[src/hw/rsc_pkg.sv]
// Purpose: constants shared by the reset source control block
// Assumes: 32-bit avalon-mm register bus, byte addressed, 25 mhz clock
// Notes:   offsets are byte addresses of aligned words
package rsc_pkg;

  // register offsets
  localparam logic [5:0] RSC_OFF_CAUSE   = 6'h00;
  localparam logic [5:0] RSC_OFF_BOR_CTL = 6'h04;
  localparam logic [5:0] RSC_OFF_CORE    = 6'h08;
  localparam logic [5:0] RSC_OFF_WDOG    = 6'h0c;
  localparam logic [5:0] RSC_OFF_IRQ_STS = 6'h10;
  localparam logic [5:0] RSC_OFF_IRQ_MSK = 6'h14;
  localparam logic [5:0] RSC_OFF_PRST0   = 6'h20;
  localparam int         RSC_NUM_PRST    = 3;

  // reset cause fields
  localparam int RSC_CAUSE_EXT  = 0;
  localparam int RSC_CAUSE_POR  = 1;
  localparam int RSC_CAUSE_BOR  = 2;
  localparam int RSC_CAUSE_WDOG = 3;
  localparam int RSC_CAUSE_SW   = 4;
  localparam int RSC_CAUSE_W    = 5;
  localparam logic [4:0] RSC_CAUSE_RST = 5'h02;

  // control fields
  localparam int RSC_BOR_EN_BIT  = 1;
  localparam int RSC_SYSREQ_BIT  = 2;
  localparam int RSC_WDOG_EN_BIT = 0;

  // interrupt status fields
  localparam int RSC_IRQ_BOR   = 0;
  localparam int RSC_IRQ_WDOG1 = 1;
  localparam int RSC_IRQ_STRAP = 2;
  localparam int RSC_IRQ_W     = 3;

  // timing: internal reset pulse from software or watchdog
  localparam int RSC_CLK_NS       = 40;
  localparam int RSC_RST_HOLD_NS  = 200;
  localparam int RSC_RST_HOLD_CYC = (RSC_RST_HOLD_NS + RSC_CLK_NS - 1) / RSC_CLK_NS;

  // reset pulse states
  typedef enum logic [1:0] {
    RSC_PULSE_IDLE = 2'b01,
    RSC_PULSE_HOLD = 2'b10
  } rsc_pulse_t;

endpackage : rsc_pkg

[src/hw/rsc_rst_sync.sv]
// Purpose: asynchronous assert, synchronous release reset
// Assumes: arst_n may fall at any time
// Notes:   two flops keep release away from metastability
module rsc_rst_sync
  import rsc_pkg::*;
(
  // clock and reset request
  input  wire logic clk,
  input  wire logic arst_n,
  // synchronised reset
  output logic      rst_n
);

  logic meta_q;
  logic hold_q;

  always_ff @(posedge clk or negedge arst_n) begin
    if (!arst_n) begin
      meta_q <= 1'b0;
      hold_q <= 1'b0;
    end else begin
      meta_q <= 1'b1;
      hold_q <= meta_q;
    end
  end

  assign rst_n = hold_q;

endmodule : rsc_rst_sync

[src/hw/rsc_reset_ctrl.sv]
// Purpose: merges reset sources into core, tap and peripheral resets
// Assumes: nrst is the power-on detector output, low only at power-up
// Notes:   registers live on nrst alone so causes survive software, watchdog and brown-out resets
//
// The placing of the registers and the Avalon-MM register port were decided locally.
module rsc_reset_ctrl
  import rsc_pkg::*;
(
  // clock and power-on reset
  input  wire logic        clk,
  input  wire logic        nrst,
  // reset sources
  input  wire logic        ext_rst_pin_n,
  input  wire logic        brownout_detect,
  input  wire logic        wdog_timeout,
  input  wire logic        wdog_service,
  input  wire logic        test_mode_strap_0,
  input  wire logic        test_mode_strap_1,
  // avalon-mm slave
  input  wire logic [5:0]  avs_address,
  input  wire logic        avs_read,
  input  wire logic        avs_write,
  input  wire logic [31:0] avs_writedata,
  input  wire logic [3:0]  avs_byteenable,
  output logic [31:0]      avs_readdata,
  output logic             avs_waitrequest,
  // reset outputs
  output logic             core_rst_n,
  output logic             tap_rst_n,
  output logic             tap_pin_cfg_rst_n,
  output logic [95:0]      periph_rst_n,
  // interrupt
  output logic             irq
);

  // byte lane merge, used for every writable register except cause and core, which look at byteenable[0] only
  function automatic logic [31:0] be_merge(input logic [31:0] old_v,
                                           input logic [31:0] new_v,
                                           input logic [3:0]  be);
    logic [31:0] r;
    r = old_v;
    for (int i = 0; i < 4; i++) begin
      if (be[i]) begin
        r[i*8 +: 8] = new_v[i*8 +: 8];
      end
    end
    return r;
  endfunction : be_merge

  // pin and detector synchronisers
  logic       ext_m_q;
  logic       ext_s_q;
  logic       ext_d_q;
  logic       bor_m_q;
  logic       bor_s_q;
  logic       bor_d_q;
  logic [1:0] strap_m_q;
  logic [1:0] strap_s_q;

  always_ff @(posedge clk or negedge nrst) begin
    if (!nrst) begin
      ext_m_q   <= 1'b1;
      ext_s_q   <= 1'b1;
      ext_d_q   <= 1'b1;
      bor_m_q   <= 1'b0;
      bor_s_q   <= 1'b0;
      bor_d_q   <= 1'b0;
      strap_m_q <= 2'h0;
      strap_s_q <= 2'h0;
    end else begin
      ext_m_q   <= ext_rst_pin_n;
      ext_s_q   <= ext_m_q;
      ext_d_q   <= ext_s_q;
      bor_m_q   <= brownout_detect;
      bor_s_q   <= bor_m_q;
      bor_d_q   <= bor_s_q;
      strap_m_q <= {test_mode_strap_1, test_mode_strap_0};
      strap_s_q <= strap_m_q;
    end
  end

  logic ext_fall;
  logic bor_rise;
  assign ext_fall = ext_d_q & ~ext_s_q;
  assign bor_rise = bor_s_q & ~bor_d_q;

  // bus handshake: one wait cycle, answer on the second edge
  logic ack_q;
  logic req;
  logic wr_go;
  logic rd_go;
  assign req             = avs_read | avs_write;
  assign avs_waitrequest = req & ~ack_q;
  assign wr_go           = avs_write & ack_q;
  assign rd_go           = avs_read & ack_q;

  always_ff @(posedge clk or negedge nrst) begin
    if (!nrst) begin
      ack_q <= 1'b0;
    end else begin
      ack_q <= req & ~ack_q;
    end
  end

  // control registers
  logic [31:0]         bor_ctl_q;
  logic [31:0]         wdog_ctl_q;
  logic [31:0]         prst_q [RSC_NUM_PRST];
  logic [RSC_IRQ_W-1:0] irq_msk_q;

  always_ff @(posedge clk or negedge nrst) begin
    if (!nrst) begin
      bor_ctl_q  <= 32'h0000_0000;
      wdog_ctl_q <= 32'h0000_0000;
      irq_msk_q  <= 3'h0;
    end else if (wr_go) begin
      if (avs_address == RSC_OFF_BOR_CTL) begin
        bor_ctl_q <= be_merge(bor_ctl_q, avs_writedata, avs_byteenable)
                     & (32'h1 << RSC_BOR_EN_BIT);
      end
      if (avs_address == RSC_OFF_WDOG) begin
        wdog_ctl_q <= be_merge(wdog_ctl_q, avs_writedata, avs_byteenable)
                      & (32'h1 << RSC_WDOG_EN_BIT);
      end
      if (avs_address == RSC_OFF_IRQ_MSK) begin
        irq_msk_q <= RSC_IRQ_W'(be_merge({29'h0, irq_msk_q}, avs_writedata,
                                         avs_byteenable));
      end
    end
  end

  // peripheral reset control words, one per register
  for (genvar g = 0; g < RSC_NUM_PRST; g++) begin : g_prst
    always_ff @(posedge clk or negedge nrst) begin
      if (!nrst) begin
        prst_q[g] <= 32'h0000_0000;
      end else if (wr_go && avs_address == RSC_OFF_PRST0 + 6'(4 * g)) begin
        prst_q[g] <= be_merge(prst_q[g], avs_writedata, avs_byteenable);
      end
    end
  end

  logic bor_en;
  logic wdog_en;
  assign bor_en  = bor_ctl_q[RSC_BOR_EN_BIT];
  assign wdog_en = wdog_ctl_q[RSC_WDOG_EN_BIT];

  // watchdog second time-out detection
  logic wdog_first_q;
  logic wdog_fire;
  assign wdog_fire = wdog_timeout & wdog_first_q & wdog_en;

  always_ff @(posedge clk or negedge nrst) begin
    if (!nrst) begin
      wdog_first_q <= 1'b0;
    end else if (wdog_fire) begin
      wdog_first_q <= 1'b0;
    end else if (wdog_timeout) begin
      wdog_first_q <= 1'b1;
    end else if (wdog_service) begin
      wdog_first_q <= 1'b0;
    end
  end

  // software system request, self clearing
  logic sw_req;
  assign sw_req = wr_go && avs_address == RSC_OFF_CORE && avs_byteenable[0]
                  && avs_writedata[RSC_SYSREQ_BIT];

  // internal reset pulse for software and watchdog requests
  rsc_pulse_t pulse_q;
  logic [7:0] hold_cnt_q;

  always_ff @(posedge clk or negedge nrst) begin
    if (!nrst) begin
      pulse_q    <= RSC_PULSE_IDLE;
      hold_cnt_q <= 8'h00;
    end else begin
      case (pulse_q)
        RSC_PULSE_IDLE: begin
          if (sw_req || wdog_fire) begin
            pulse_q    <= RSC_PULSE_HOLD;
            hold_cnt_q <= 8'(RSC_RST_HOLD_CYC - 1);
          end
        end
        RSC_PULSE_HOLD: begin
          if (hold_cnt_q == 8'h00) begin
            pulse_q <= RSC_PULSE_IDLE;
          end else begin
            hold_cnt_q <= hold_cnt_q - 8'h01;
          end
        end
        default: begin
          pulse_q <= RSC_PULSE_IDLE;
        end
      endcase
    end
  end

  // merged system reset: any source asserts at once
  logic sys_arst_n;
  logic tap_cfg_arst_n;
  logic sys_rst_n;
  assign sys_arst_n = nrst & ext_rst_pin_n & ~(brownout_detect & bor_en)
                      & (pulse_q != RSC_PULSE_HOLD);
  assign tap_cfg_arst_n = nrst & ext_rst_pin_n;

  rsc_rst_sync u_sys_sync (
    .clk    (clk),
    .arst_n (sys_arst_n),
    .rst_n  (sys_rst_n)
  );

  rsc_rst_sync u_tap_sync (
    .clk    (clk),
    .arst_n (nrst),
    .rst_n  (tap_rst_n)
  );

  rsc_rst_sync u_tap_cfg_sync (
    .clk    (clk),
    .arst_n (tap_cfg_arst_n),
    .rst_n  (tap_pin_cfg_rst_n)
  );

  // core follows the merged reset only; peripheral bits never touch it
  assign core_rst_n = sys_rst_n;

  logic [95:0] periph_q;
  always_ff @(posedge clk or negedge sys_rst_n) begin
    if (!sys_rst_n) begin
      periph_q <= 96'h0;
    end else begin
      periph_q <= ~{prst_q[2], prst_q[1], prst_q[0]};
    end
  end
  assign periph_rst_n = periph_q;

  // sticky reset causes, but a pin reset leaves only its own flag; power-on value holds only the power-on flag
  logic [RSC_CAUSE_W-1:0] cause_q;
  logic [RSC_CAUSE_W-1:0] cause_set;
  logic [RSC_CAUSE_W-1:0] cause_clr;

  always_comb begin
    cause_set                 = '0;
    cause_set[RSC_CAUSE_EXT]  = ext_fall;
    cause_set[RSC_CAUSE_BOR]  = bor_s_q & bor_en;
    cause_set[RSC_CAUSE_WDOG] = wdog_fire;
    cause_set[RSC_CAUSE_SW]   = sw_req;
    cause_clr = '0;
    if (wr_go && avs_address == RSC_OFF_CAUSE && avs_byteenable[0]) begin
      cause_clr = avs_writedata[RSC_CAUSE_W-1:0];
    end
  end

  always_ff @(posedge clk or negedge nrst) begin
    if (!nrst) begin
      cause_q <= RSC_CAUSE_RST;
    end else if (ext_fall) begin
      cause_q <= 5'h01 << RSC_CAUSE_EXT;
    end else begin
      cause_q <= (cause_q & ~cause_clr) | cause_set;
    end
  end

  // interrupt status, cleared by reading, a new event wins
  logic [RSC_IRQ_W-1:0] irq_sts_q;
  logic [RSC_IRQ_W-1:0] irq_set;
  logic                 sts_rd;
  assign irq_set = {|strap_s_q, wdog_timeout & ~wdog_first_q, bor_rise};
  assign sts_rd  = rd_go && avs_address == RSC_OFF_IRQ_STS;

  always_ff @(posedge clk or negedge nrst) begin
    if (!nrst) begin
      irq_sts_q <= 3'h0;
    end else if (sts_rd) begin
      irq_sts_q <= irq_set;
    end else begin
      irq_sts_q <= irq_sts_q | irq_set;
    end
  end

  assign irq = |(irq_sts_q & irq_msk_q);

  // read data, registered on the edge that raises the answer
  logic [31:0] rd_mux;
  always_comb begin
    rd_mux = 32'h0000_0000;
    case (avs_address)
      RSC_OFF_CAUSE:   rd_mux = {27'h0, cause_q};
      RSC_OFF_BOR_CTL: rd_mux = bor_ctl_q;
      RSC_OFF_CORE:    rd_mux = 32'h0000_0000;
      RSC_OFF_WDOG:    rd_mux = wdog_ctl_q;
      RSC_OFF_IRQ_STS: rd_mux = {29'h0, irq_sts_q};
      RSC_OFF_IRQ_MSK: rd_mux = {29'h0, irq_msk_q};
      RSC_OFF_PRST0:           rd_mux = prst_q[0];
      RSC_OFF_PRST0 + 6'h04:   rd_mux = prst_q[1];
      RSC_OFF_PRST0 + 6'h08:   rd_mux = prst_q[2];
      default:         rd_mux = 32'h0000_0000;
    endcase
  end

  always_ff @(posedge clk or negedge nrst) begin
    if (!nrst) begin
      avs_readdata <= 32'h0000_0000;
    end else if (avs_read && !ack_q) begin
      avs_readdata <= rd_mux;
    end
  end

endmodule : rsc_reset_ctrl

[config.mk]
export PLATFORM = sky130hd
export DESIGN_NAME = rsc_reset_ctrl
export DESIGN_NICKNAME = d
export VERILOG_FILES = /design/src/hw/rsc_pkg.sv /design/src/hw/rsc_rst_sync.sv /design/src/hw/rsc_reset_ctrl.sv
export SDC_FILE = /design/constraint.sdc
export NUM_CORES = 1
export LEC_CHECK = 0
export ABC_CLOCK_PERIOD_IN_PS = 4400
export BUFFER_PORTS_ARGS = -buffer_cell sky130_fd_sc_hd__buf_2
export CAP_MARGIN = 25
export CORE_ASPECT_RATIO = 1.5
export CORE_MARGIN = 3
export CORE_UTILIZATION = 25
export DETAILED_ROUTE_END_ITERATION = 8
export SLEW_MARGIN = 20
export SYNTH_ARGS = -nofsm -noshare
export SYNTH_HDL_FRONTEND = slang
export SYNTH_SLANG_ARGS = --single-unit
[constraint.sdc]
create_clock -name clk -period 4.4 [get_ports clk]
set_clock_uncertainty 0.1 [all_clocks]
set_input_delay 0.44 -clock clk [delete_from_list [all_inputs] [get_ports clk]]
set_output_delay 0.44 -clock clk [all_outputs]
set_load 0.05 [all_outputs]
==> impl_metrics.json <==
{
  "status": "complete, no violations",
  "async_flop_share_pct": 100.0,
  "clkTransAtPathRegs_ns": 0.07,
  "tns_ns": 0,
  "place_inst": 1422,
  "drive_gt1_share_pct": 26.93,
  "die-height_um": 251.0,
  "maxSlewHeadroom_pct": 34.44,
  "power_leakage_nw": 5.741,
  "clock_latency_ns": 0.54,
  "hold_viol": 0,
  "die_area_um2": 42500,
  "rsz0062_at_grt": "no",
  "final_util_pct": 31.55,
  "grt_pass1_wl_mm": 39.53,
  "setup_violations": 0,
  "synth-seq-cells": 265,
  "detail_route.wl_per_cell_um": 17.67,
  "crit_chain": "buf_2 > nor4b_4 > and2_2 > a221oi_1 > a41oi_1",
  "antenna_found_initial": 1,
  "viasPerCell": 4.330,
  "slowest_delay_ns": 0.85,
  "postCtsSetupRepairBufs": 0,
  "synth.most_common_cell": "dfrtp_1",
  "place.gp.congestion": 0.7727,
  "ys_top_cells_by_area": "dfrtp_1 65%, mux2_1 11%, inv_1 4.1%",
  "netlist_top_cells_count": "260 x dfrtp_1, 109 x inv_1, 101 x mux2_1",
  "rows": 89,
  "crit_buf_inv": 1,
  "arrival_ns": 2.71,
  "clock_path_buffers": 3,
  "numCtsBuffers": 26,
  "fin_crit_sh_pct": 53.53,
  "ys_types": 53,
  "fin_crit_ns": 2.355,
  "path_class": "primary input to flip-flop",
  "cts_tree": "yes",
  "cp.required_ns": 4.76,
  "synth_cells": 755,
  "synth_top_area_share_pct": 65.03,
  "path_max_fanout": 29,
  "syn2layout_area_growth_pct": 24.31,
  "p_per_area_nw_per_um2": 450.9,
  "grt_pass1_vias": 6718,
  "vias": 6383,
  "io_pins": 185,
  "synth_area_per_cell_um2": 13.25,
  "fp.coreArea_um2": 39420,
  "clock-sinks": 265,
  "ir_worst_vdd_v": 0.0002733,
  "cp-end-kind": "flip-flop",
  "final_cells": 1474,
  "final_cell_area_um2": 12440,
  "dpl.hpwl_mm": 18.10,
  "antenna_left": 0,
  "yosysSeqAreaShare_pct": 66.35,
  "netlist.top_cell.by_area": "dfrtp_1",
  "path_delay_family": "simple AND/OR/NAND/NOR gates",
  "overflow": 0,
  "tightest_slew_ns": 0.9834,
  "fillers": 4012,
  "hold_path.class": "primary input to flip-flop",
  "track_usage_pct": 12.03,
  "first_iter_violations": 408,
  "chipWidth_um": 169.3,
  "synth_edf_count": 0,
  "wirelength_mm": 26.05,
  "cpMaxStageDelayCell": "and2_2",
  "initial_core_util_pct": 25.38,
  "grt_max_degree": 88,
  "port_buffers": 184,
  "maxCapViolCount": 0,
  "dpl_cell_area_um2": 11520,
  "fin_nets": 1009,
  "drcViolationCount": 0,
  "dr.pass1.iters": 5,
  "synth_warnings": 0,
  "root_buffer": "clkbuf_16",
  "synth_area_um2": 10000,
  "critPathLaunchType": "primary input",
  "timing.final.max_slew_violations": 0,
  "p_total_w": 0.005608,
  "max_freq_ghz": 0.4245,
  "htreeDepth": 1,
  "synth_ff_type": "dfrtp_1"
}
==> worst paths after layout <==
path / slack [ns] / endpoint / depth (start not counted) / startpoint
setup reg to reg: 2.12 / avs_readdata[0]$_DFFE_PN0P_ / 4 / ack_q$_DFF_PN0_
max in group asynchronous: 2.68 / periph_rst_n[25]$_DFF_PN0_ / 2 / u_sys_sync.rst_n$_DFF_PN0_
min in group asynchronous: 0.18 / periph_rst_n[40]$_DFF_PN0_ / 0 / u_sys_sync.rst_n$_DFF_PN0_
setup / recovery: 2.04 / avs_readdata[0]$_DFFE_PN0P_ / 5 / avs_address[4]
hold reg to reg: 0.18 / periph_rst_n[40]$_DFF_PN0_ / 0 / u_sys_sync.rst_n$_DFF_PN0_
hold / removal: 0.05 / prst_q[9]$_DFFE_PN0P_ / 2 / avs_writedata[9]
==> per-stage QoR <==
step / setup slack, ns / hold WS, ns
finish: 2.045 / 0.04912
global route: 1.930 / 0.01903
CTS: 2.061 / 0.01015
detailed placement: 1.477 / 0.1976
global placement: 1.513 / 0.1862
floorplan: 0.9559 / 0.04441
==> layer usage <==
layer | track usage [%] | vias to the layer above | share of wire [%] | wire length (um)
li1 | - | 2941 | - | -
met1 | 14.87 | 3191 | 41 | 10570
met2 | 21.23 | 203 | 51 | 13400
met3 | 1.825 | 48 | 5.1 | 1330
met4 | 4.326 | 0 | 2.8 | 739
met5 | 0 | - | 0 | 0
==> cell usage in the layout (no fill, tap or decap), drive strengths merged, types with 5 or more instances in the layout <==
| cell type | count |
|---|---|
| and3 | 11 |
| dlygate4sd3 | 5 |
| o21ai | 6 |
| dfstp | 5 |
| nor2 | 50 |
| mux2 | 101 |
| buf | 188 |
| a22oi | 30 |
| nand2 | 14 |
| dfrtp | 260 |
| mux2i | 5 |
| inv | 110 |
| nand4 | 5 |
| nor3 | 6 |
| clkinv | 7 |
| nor2b | 5 |
| a21oi | 61 |
| nand3 | 12 |
| clkbuf | 35 |
==> state kept, by name, summed over array words and instances (netlist names), 3 cells and up <==
name,flops
cause_q,5
periph_rst_n,96
avs_readdata,32
hold_cnt_q,8
prst_q,96
irq_sts_q,3
irq_msk_q,3
==> cell type report <==
cell class | instances | area, um2 | share of cell area (%)
multi-input combinational | 360 | 2878 | 23.14
tap | 500 | 625.6 | 5.030
sequential | 265 | 6641 | 53.40
clock buffer | 35 | 745.7 | 5.996
inverter | 109 | 409.1 | 3.290
antenna | 1 | 2.502 | 0.02012
timing repair buffer | 193 | 1020 | 8.199
clock inverter | 11 | 115.1 | 0.9256
==> repair_timing <==
action / CTS / global route
gates resized for setup: 0 / 0
hold buffers: 5 / 0
endpoints found under the hold margin: 88 / 0
==> logic make-up (layout without fill, tap and decap cells) <==
kind of cell,count (synthesis),after routing,share of synthesized area [%]
fa+ha+maj,2,2,0.2501
mux,106,106,11.87
simple gates,124,124,8.467
compound gates,125,125,7.929
flops,265,265,66.35
other cells,1,4,0.03748
buf+inv,132,348,5.102
==> where the power goes <==
group | internal (W) | switching [W] | leakage [nW]
combinational | 0.000154 | 0.000533 | 2.25
sequential | 0.00258 | 0.0000906 | 3.06
clock | 0.00130 | 0.000948 | 0.427
total | 0.00404 | 0.00157 | 5.74
Power figures use the tool's default switching activity.
